===== src/shared/vcwd_pkg.sv =====
/*
 * Constants and carrier types for the video capture window decimator.
 * Assumes a 16-bit register address space and a byte-wide video link.
 */
package vcwd_pkg;
    localparam int ADDR_W     = 16;
    localparam int DATA_W     = 32;
    localparam int FIFO_DEPTH = 8;

    // Register offsets
    localparam logic [15:0] OFS_WIN_SIZE  = 16'hff24;
    localparam logic [15:0] OFS_DATA_OFS  = 16'hff28;
    localparam logic [15:0] OFS_HMASK     = 16'hff2c;
    localparam logic [15:0] OFS_VMASK     = 16'hff30;
    localparam logic [15:0] OFS_STRIDE    = 16'hff34;
    localparam logic [15:0] OFS_CONTROL   = 16'hff38;
    localparam logic [15:0] OFS_BASE      = 16'hff3c;
    localparam logic [15:0] OFS_STATUS    = 16'hff60;
    localparam logic [15:0] OFS_LINE_ADDR = 16'hff64;

    // Field layout
    localparam int HLSB  = 0;
    localparam int HW    = 12;
    localparam int VLSB  = 16;
    localparam int VW    = 9;
    localparam int AW    = 22;
    localparam int MW    = 2;
    localparam int LNW   = 10;
    localparam int CNTW  = 14;
    localparam int OVF_B = 0;
    localparam int WIN_B = 1;

    // Reset values
    localparam logic [31:0] REG_RST   = 32'h0;
    localparam logic [31:0] VMASK_RST = 32'h0;

    // Clocks between hsync and first pixel beyond the offset field
    localparam logic [CNTW-1:0] HOFF_LEAD = 14'h0002;
    localparam logic [CNTW-1:0] WIDTH_ADJ = 14'h0002;

    // Bytes per mask bit, minus one
    localparam logic [1:0] UNIT8  = 2'h0;
    localparam logic [1:0] UNIT16 = 2'h1;
    localparam logic [1:0] UNITPT = 2'h3;

    typedef enum logic [1:0] {MODE_OFF, MODE_VIDEO8, MODE_VIDEO16, MODE_PASS} vcwd_mode_t;

    typedef struct packed {
        logic       hsync;
        logic       vsync;
        logic [7:0] data;
    } vcwd_link_t;

    typedef struct packed {
        logic [AW-1:0] addr;
        logic [7:0]    data;
    } vcwd_pix_t;
endpackage


===== src/hw/vcwd_top.sv =====
/*
 * Capture window and decimation for the local video port, with an output FIFO.
 * Assumes the pixel clock, sync and data pins are asynchronous to core_clk_i,
 * and the pixel clock is at least four core cycles per half period.
 */
// Operation
// - Window and offsets only apply in byte-wide or word-wide video modes.
// - Line width counts from first pixel after the horizontal offset.
// - Height field is captured lines minus one, after vertical offset.
// - Horizontal offset is pixel clocks from hsync to first pixel, minus two.
// - Skip programmed number of hsyncs after vsync before first line.
// - Byte mask bit one discards its unit, zero keeps it.
// - In word-wide mode each byte mask bit covers two bytes.
// - In pass-through mode each byte mask bit covers four bytes.
// - Horizontal decimation restarts at bit zero after hsync.
// - With an offset, bit zero aligns with first unit after it.
// - Line mask bit zero discards its line, one keeps it.
// - Line mask index counts from vsync, ignoring vertical offset.
// - Each hsync after the first of a frame adds the stride to the line start address.
module vcwd_fifo #(
    parameter int WIDTH = 30,
    parameter int DEPTH = 8
) (
    input  wire logic             clk_i,
    input  wire logic             rst_n_i,
    input  wire logic             in_valid_i,
    output logic                  in_ready_o,
    input  wire logic [WIDTH-1:0] in_data_i,
    output logic                  out_valid_o,
    input  wire logic             out_ready_i,
    output logic [WIDTH-1:0]      out_data_o
);
    localparam int PW = $clog2(DEPTH);
    logic [WIDTH-1:0] mem [DEPTH];
    logic [PW:0]      wr_ptr_reg;
    logic [PW:0]      rd_ptr_reg;
    logic             full;
    logic             empty;

    assign full        = (wr_ptr_reg[PW] != rd_ptr_reg[PW]) &&
                         (wr_ptr_reg[PW-1:0] == rd_ptr_reg[PW-1:0]);
    assign empty       = (wr_ptr_reg == rd_ptr_reg);
    assign in_ready_o  = !full;
    assign out_valid_o = !empty;
    assign out_data_o  = mem[rd_ptr_reg[PW-1:0]];

    always_ff @(posedge clk_i) begin
        if (in_valid_i && !full) begin
            mem[wr_ptr_reg[PW-1:0]] <= in_data_i;
        end
    end

    always_ff @(posedge clk_i or negedge rst_n_i) begin
        if (!rst_n_i) begin
            wr_ptr_reg <= '0;
            rd_ptr_reg <= '0;
        end else begin
            if (in_valid_i && !full) wr_ptr_reg <= wr_ptr_reg + 1'b1;
            if (out_ready_i && !empty) rd_ptr_reg <= rd_ptr_reg + 1'b1;
        end
    end
endmodule // vcwd_fifo

module vcwd_top (
    input  wire logic                           core_clk_i,
    input  wire logic                           nrst_i,
    input  wire logic [vcwd_pkg::ADDR_W-1:0]    reg_addr_i,
    input  wire logic [vcwd_pkg::DATA_W-1:0]    reg_wdata_i,
    input  wire logic                           reg_wr_i,
    input  wire logic                           reg_rd_i,
    output logic [vcwd_pkg::DATA_W-1:0]         reg_rdata_o,
    input  wire logic                           input_pixel_clock_i,
    input  wire vcwd_pkg::vcwd_link_t           link_i,
    output vcwd_pkg::vcwd_pix_t                 pix_o,
    output logic                                pix_valid_o,
    input  wire logic                           pix_ready_i
);
    import vcwd_pkg::*;

    function automatic logic is_video(input vcwd_mode_t m);
        return (m == MODE_VIDEO8) || (m == MODE_VIDEO16);
    endfunction

    logic [1:0]        rst_sync_reg;
    logic              rst_n;
    logic [2:0]        pclk_sync_reg;
    vcwd_link_t        link_s1_reg;
    vcwd_link_t        link_s2_reg;
    logic              hs_prev_reg;
    logic              vs_prev_reg;
    logic              pix_stb;
    logic              hs_rise;
    logic              vs_rise;
    logic              byte_stb;

    logic [DATA_W-1:0] win_size_reg;
    logic [DATA_W-1:0] data_ofs_reg;
    logic [DATA_W-1:0] hmask_reg;
    logic [DATA_W-1:0] vmask_reg;
    logic [HW-1:0]     stride_reg;
    logic [AW-1:0]     base_reg;
    vcwd_mode_t        mode_reg;
    logic              ovf_reg;
    logic [DATA_W-1:0] rdata_reg;

    logic [CNTW-1:0]   hcnt_reg;
    logic [CNTW-1:0]   win_cnt_reg;
    logic [CNTW-1:0]   put_cnt_reg;
    logic [LNW-1:0]    line_num_reg;
    logic [AW-1:0]     line_addr_reg;
    logic [1:0]        sub_reg;
    logic [4:0]        hidx_reg;
    logic [4:0]        vidx;
    logic [1:0]        unit_last;
    logic [CNTW-1:0]   limit;
    logic [CNTW-1:0]   hoff;
    logic [LNW-1:0]    voff;
    logic [LNW-1:0]    height;
    logic              h_ok;
    logic              v_ok;
    logic              byte_take;
    logic              keep;
    logic              fifo_ready;
    vcwd_pix_t         push_word;
    logic              wr_ovf_clr;

    // Reset release through two flops
    always_ff @(posedge core_clk_i or negedge nrst_i) begin
        if (!nrst_i) rst_sync_reg <= 2'h0;
        else rst_sync_reg <= {rst_sync_reg[0], 1'b1};
    end
    assign rst_n = rst_sync_reg[1];

    // Link pins cross in through two flops; third stage only for edge finding
    always_ff @(posedge core_clk_i or negedge rst_n) begin
        if (!rst_n) begin
            pclk_sync_reg <= 3'h0;
            link_s1_reg   <= '0;
            link_s2_reg   <= '0;
        end else begin
            pclk_sync_reg <= {pclk_sync_reg[1:0], input_pixel_clock_i};
            link_s1_reg   <= link_i;
            link_s2_reg   <= link_s1_reg;
        end
    end

    assign pix_stb  = pclk_sync_reg[1] && !pclk_sync_reg[2];
    assign hs_rise  = pix_stb && link_s2_reg.hsync && !hs_prev_reg;
    assign vs_rise  = pix_stb && link_s2_reg.vsync && !vs_prev_reg;
    assign byte_stb = pix_stb && !hs_rise && !vs_rise;

    always_ff @(posedge core_clk_i or negedge rst_n) begin
        if (!rst_n) begin
            hs_prev_reg <= 1'b0;
            vs_prev_reg <= 1'b0;
        end else if (pix_stb) begin
            hs_prev_reg <= link_s2_reg.hsync;
            vs_prev_reg <= link_s2_reg.vsync;
        end
    end

    // Register writes
    assign wr_ovf_clr = reg_wr_i && (reg_addr_i == OFS_STATUS) && reg_wdata_i[OVF_B];

    always_ff @(posedge core_clk_i or negedge rst_n) begin
        if (!rst_n) begin
            win_size_reg <= REG_RST;
            data_ofs_reg <= REG_RST;
            hmask_reg    <= REG_RST;
            vmask_reg    <= VMASK_RST;
            stride_reg   <= '0;
            base_reg     <= '0;
            mode_reg     <= MODE_OFF;
        end else if (reg_wr_i) begin
            case (reg_addr_i)
                OFS_WIN_SIZE: win_size_reg <= reg_wdata_i;
                OFS_DATA_OFS: data_ofs_reg <= reg_wdata_i;
                OFS_HMASK:    hmask_reg    <= reg_wdata_i;
                OFS_VMASK:    vmask_reg    <= reg_wdata_i;
                OFS_STRIDE:   stride_reg   <= reg_wdata_i[HW-1:0];
                OFS_BASE:     base_reg     <= reg_wdata_i[AW-1:0];
                OFS_CONTROL:  mode_reg     <= vcwd_mode_t'(reg_wdata_i[MW-1:0]);
                default: ;
            endcase
        end
    end

    // Overflow is sticky; a new overflow beats a clear in the same cycle
    always_ff @(posedge core_clk_i or negedge rst_n) begin
        if (!rst_n) ovf_reg <= 1'b0;
        else if (keep && !fifo_ready) ovf_reg <= 1'b1;
        else if (wr_ovf_clr) ovf_reg <= 1'b0;
    end

    // Reserved bits read as zero; unmapped reads return zero
    always_ff @(posedge core_clk_i or negedge rst_n) begin
        if (!rst_n) begin
            rdata_reg <= '0;
        end else begin
            rdata_reg <= '0;
            if (reg_rd_i) begin
                case (reg_addr_i)
                    OFS_WIN_SIZE:  rdata_reg <= {7'h0, win_size_reg[VLSB+:VW], 4'h0,
                                                 win_size_reg[HLSB+:HW]};
                    OFS_DATA_OFS:  rdata_reg <= {7'h0, data_ofs_reg[VLSB+:VW], 4'h0,
                                                 data_ofs_reg[HLSB+:HW]};
                    OFS_HMASK:     rdata_reg <= hmask_reg;
                    OFS_VMASK:     rdata_reg <= vmask_reg;
                    OFS_STRIDE:    rdata_reg <= {20'h0, stride_reg};
                    OFS_BASE:      rdata_reg <= {10'h0, base_reg};
                    OFS_CONTROL:   rdata_reg <= {30'h0, mode_reg};
                    OFS_STATUS:    rdata_reg <= {6'h0, line_num_reg, 14'h0, v_ok, ovf_reg};
                    OFS_LINE_ADDR: rdata_reg <= {10'h0, line_addr_reg};
                    default:       rdata_reg <= '0;
                endcase
            end
        end
    end
    assign reg_rdata_o = rdata_reg;

    // Window geometry
    assign hoff   = {2'h0, data_ofs_reg[HLSB+:HW]};
    assign voff   = {1'b0, data_ofs_reg[VLSB+:VW]};
    assign height = {1'b0, win_size_reg[VLSB+:VW]};
    // Software pre-rounds and encodes the width; hardware only undoes it
    always_comb begin
        limit = {2'h0, win_size_reg[HLSB+:HW]} + WIDTH_ADJ;
        if (mode_reg == MODE_VIDEO16) limit = {limit[CNTW-2:0], 1'b0};
    end

    always_comb begin
        case (mode_reg)
            MODE_VIDEO16: unit_last = UNIT16;
            MODE_PASS:    unit_last = UNITPT;
            default:      unit_last = UNIT8;
        endcase
    end

    // Pass-through ignores the window entirely
    always_comb begin
        if (is_video(mode_reg)) begin
            h_ok = (hcnt_reg >= hoff + HOFF_LEAD) && (win_cnt_reg < limit);
            v_ok = (line_num_reg > voff) && (line_num_reg - voff - 1'b1 <= height);
        end else begin
            h_ok = (mode_reg == MODE_PASS);
            v_ok = (mode_reg == MODE_PASS) && (line_num_reg != '0);
        end
    end

    assign vidx      = line_num_reg[4:0] - 5'h1;
    assign byte_take = byte_stb && h_ok && v_ok;
    assign keep      = byte_take && !hmask_reg[hidx_reg] && vmask_reg[vidx];

    // Per-line counters
    always_ff @(posedge core_clk_i or negedge rst_n) begin
        if (!rst_n) begin
            hcnt_reg    <= '0;
            win_cnt_reg <= '0;
            put_cnt_reg <= '0;
            sub_reg     <= '0;
            hidx_reg    <= '0;
        end else if (hs_rise || vs_rise) begin
            hcnt_reg    <= '0;
            win_cnt_reg <= '0;
            put_cnt_reg <= '0;
            sub_reg     <= '0;
            hidx_reg    <= '0;
        end else if (pix_stb) begin
            if (hcnt_reg != '1) hcnt_reg <= hcnt_reg + 1'b1;
            if (byte_take) begin
                win_cnt_reg <= win_cnt_reg + 1'b1;
                // Counting only window bytes puts bit 0 on the first one
                if (sub_reg == unit_last) begin
                    sub_reg  <= '0;
                    hidx_reg <= hidx_reg + 5'h1;
                end else begin
                    sub_reg <= sub_reg + 2'h1;
                end
            end
            if (keep && fifo_ready) put_cnt_reg <= put_cnt_reg + 1'b1;
        end
    end

    // Per-frame counters; the first hsync of a frame opens line 1 at base
    always_ff @(posedge core_clk_i or negedge rst_n) begin
        if (!rst_n) begin
            line_num_reg  <= '0;
            line_addr_reg <= '0;
        end else if (vs_rise) begin
            line_num_reg  <= '0;
            line_addr_reg <= base_reg;
        end else if (hs_rise) begin
            if (line_num_reg != '1) line_num_reg <= line_num_reg + 1'b1;
            if (line_num_reg != '0) line_addr_reg <= line_addr_reg + AW'(stride_reg);
        end
    end

    assign push_word.addr = line_addr_reg + put_cnt_reg;
    assign push_word.data = link_s2_reg.data;

    // A video source cannot be stalled: a byte refused by a full FIFO is dropped
    vcwd_fifo #(
        .WIDTH ($bits(vcwd_pix_t)),
        .DEPTH (FIFO_DEPTH)
    ) u_fifo (
        .clk_i       (core_clk_i),
        .rst_n_i     (rst_n),
        .in_valid_i  (keep),
        .in_ready_o  (fifo_ready),
        .in_data_i   (push_word),
        .out_valid_o (pix_valid_o),
        .out_ready_i (pix_ready_i),
        .out_data_o  (pix_o)
    );
endmodule // vcwd_top


===== config.mk =====
export PLATFORM = sky130hd
export DESIGN_NAME = vcwd_top
export DESIGN_NICKNAME = d
export VERILOG_FILES = /design/src/shared/vcwd_pkg.sv /design/src/hw/vcwd_top.sv
export SDC_FILE = /design/constraint.sdc
export NUM_CORES = 1
export LEC_CHECK = 0
export BUFFER_PORTS_ARGS = -buffer_cell sky130_fd_sc_hd__clkbuf_2
export CAP_MARGIN = 20
export CORE_UTILIZATION = 40
export DETAILED_ROUTE_END_ITERATION = 7
export PLACE_DENSITY_LB_ADDON = 0.08
export SYNTH_ARGS = -nofsm -noshare
export SYNTH_HDL_FRONTEND = slang
export SYNTH_HIERARCHICAL = 1
export SYNTH_SLANG_ARGS = --single-unit

===== constraint.sdc =====
create_clock -name core_clk_i -period 10.4 [get_ports core_clk_i]
set_input_delay 2.08 -clock core_clk_i [delete_from_list [all_inputs] [get_ports core_clk_i]]
set_output_delay 2.08 -clock core_clk_i [all_outputs]
set_load 0.01 [all_outputs]

==> results.yml <==
sta:
  relSlewSlack: 0.3121
  setup_viol_count_final: 0
  final.min_clock_period_ns: 5.640
  fin_skew_ns: 0.03607
  setup_tns_ns: 0
  report.final.slew_viol_count: 0
  tightest_slew_ns: 1.029
  hold_ws_ns: 0.2426
  hold_viol_final: 0
  max_freq_mhz: 177.3
  period_share: 0.5423
  rsz0062_at_grt: "no"
  final.setup.worst_slack_ns: 4.760
die:
  core-area_um2: 64580
  rows: 93
  die_h_um: 257.8
  fp.dieW_um: 257.8
  dieArea_um2: 66440
  ios: 127
  start_util: 0.4052
clock_network:
  clkLatencyLatePin_ns: 0.64
  clk_pin_slew_ns: 0.06
  tritoncts: "done"
  numCtsBuffers: 58
  cts_root_buffer: "clkbuf_16"
  ctsHoldBuffers: 0
  clock-sinks: 531
  cts_setup_buffers: 0
  cts_resized: 0
  clock_path_buffers: 3
  htreeDepth: 2
layout:
  largest_reg_flops: 240
  instances_no_fill: 2985
  finish.instance_area_um2: 29750
  diodes: 0
  area_growth_pct: 13.68
  nets: 2232
  final_cell_mix: "dfrtp_1, edfxtp_1, mux2_2"
  final_common_cell: "dfrtp_1"
  fin_util: 0.4606
  layout-drive-gt1-share: 0.2371
yosys:
  ys_ff_latch: 531
  synth_edf_count: 240
  yosys_warnings: 6
  synth_cell_types: 94
  synth-main-ff-cell: "dfrtp_1"
  seq_area_frac_synth: 0.5537
  syn_area_um2: 26170
  syn_avg_cell_area_um2: 13.40
  async_reset_ff_frac: 0.5480
  synthCells: 1953
  synth_nets: 2104
worst_setup_path:
  crit_family: "simple AND/OR/NAND/NOR gates"
  worstReg2RegStart: "mode_reg[0]"
  worstPathCellList: "inv_1 > ha_1 > inv_1 > nor2_1 > mux2i_1 > o22a_1 > ha_1 > and4_1 > a22oi_1 > nand4_1 > o31a_2 > nor3_2 > nand4_1 > nor2_4"
  r2r_cells: 14
  reg2reg_slack_ns: 4.76
  critPathKind: "reg -> reg"
  startpoint_type: "register"
  path_buf_inv: 2
  critical_path.max_stage_delay_ns: 0.85
  worst-path-max-fanout: 30
  worstSetupStartpoint: "mode_reg[0]"
  crit_cells: 14
  cp_slowest_cell: "nor2_4"
  arrival_ns: 5.88
  timing.rr.end: "u_fifo/mem[7][1]"
  endpoint_kind: "register"
  crit_end: "u_fifo/mem[7][1]"
  crit_required_ns: 10.64
global_routing:
  grt-ovfl-total: 0
  antenna_found_initial: 0
  grt_pass1_wl_um: 103900
  grtUsageTotal: 0.2039
  grt_pass1_vias: 16539
  grt_max_degree: 146
drt:
  antenna_left: 0
  firstDrtPassIters: 7
  vias_per_cell: 5.616
  wirelength_um: 67870
  drcViolationCount: 0
  vias: 16764
  wl_per_cell_um: 22.74
  drtIter0Drc: 1156
pwr:
  power_leakage_nw: 12.01
  finalPower_mw: 4.940
  ir_worst_vdd_uv: 133.6
  power.density_nw_per_um2: 166.1
place:
  dpl_worst_slack_ns: 4.750
  place.gp.congestion: 0.8698
  place_inst: 2875
  placed_cell_area_um2: 27750
  dp_hpwl_um: 46570
  numPortBuffers: 126
outcome:
  status: "completed"
worst_hold_path:
  worstHoldPathType: "reg -> async"
job:
  maxCapViolCount: 0
where the power goes:
part | total (mW) | switching [mW] | internal (mW) | leakage [nW]
combinational | 0.522 | 0.313 | 0.209 | 5.03
sequential | 2.30 | 0.0599 | 2.24 | 6.00
clock | 2.12 | 0.877 | 1.24 | 0.980
cells in the mapped netlist, types with 30 or more instances:
cell type	count	share of area
inv_1	60	0.0086
nor2_1	96	0.014
o21ai_0	63	0.012
clkbuf_1	56	0.0080
mux4_1	67	0.067
nand3_1	39	0.0075
xor2_1	38	0.013
nor3_1	32	0.0061
a222oi_1	30	0.011
a22oi_1	31	0.0089
dfrtp_1	291	0.28
mux2_2	182	0.078
nand4_1	32	0.0077
nand2_1	140	0.020
edfxtp_1	240	0.28
xnor2_1	45	0.015
a21oi_1	82	0.016
ha_1	84	0.040
worst min-delay path by stage:
stage	from	end	slack [ns]	cells after the start
CTS	rst_sync_reg[1]	stride_reg[2]	0.25	0
global placement	rst_sync_reg[1]	pclk_sync_reg[2]	0.25	0
detailed placement	rst_sync_reg[1]	pclk_sync_reg[2]	0.25	0
global route	rst_sync_reg[1]	pclk_sync_reg[2]	0.26	0
finish	rst_sync_reg[1]	hcnt_reg[13]	0.24	0
floorplan	link_s1_reg[0]	link_s2_reg[0]	0.33	0
layer usage:
metal  routed length, µm  vias up  track usage  share of wire
li1                    -     7771            -              -
met3                2809       78      0.02788          0.041
met4                1299        0      0.04569          0.019
met2               32650      382       0.3385           0.48
met5                   0        -            0              0
met1               31110     8533       0.2840           0.46
cells by family (layout without fill, tap and decap cells):
group,Yosys count,after routing,synth area share
AOI/OAI and AO/OA,338,338,0.09100
DFF,531,531,0.5537
adders and majority gates,87,87,0.04246
buffers and inverters,157,334,0.02816
xor gates and xnor gates,84,84,0.02883
and+or+nand+nor,468,468,0.09061
other,1,1,0.0001433
muxes,287,287,0.1651
worst register-to-register path: cells and delay by family, from the launching register on:
| kind | cells | cell delay (ns) |
|---|---|---|
| compound gates | 3 | 0.90 |
| fa+ha+maj | 2 | 1.07 |
| buf+inv | 2 | 0.34 |
| flops | 1 | 0.41 |
| mux | 1 | 0.11 |
| simple gates | 6 | 2.39 |
final cells by class:
cell class	count	area (µm²)
fillers	5865	34830
flip-flops and latches	531	14500
multi-input cells	1265	11030
clock buffers	77	1644
well taps	855	1070
repair buffers	164	935.9
clock inverters	32	340.3
inverters	61	229.0
(Power assumes the default switching activity.)
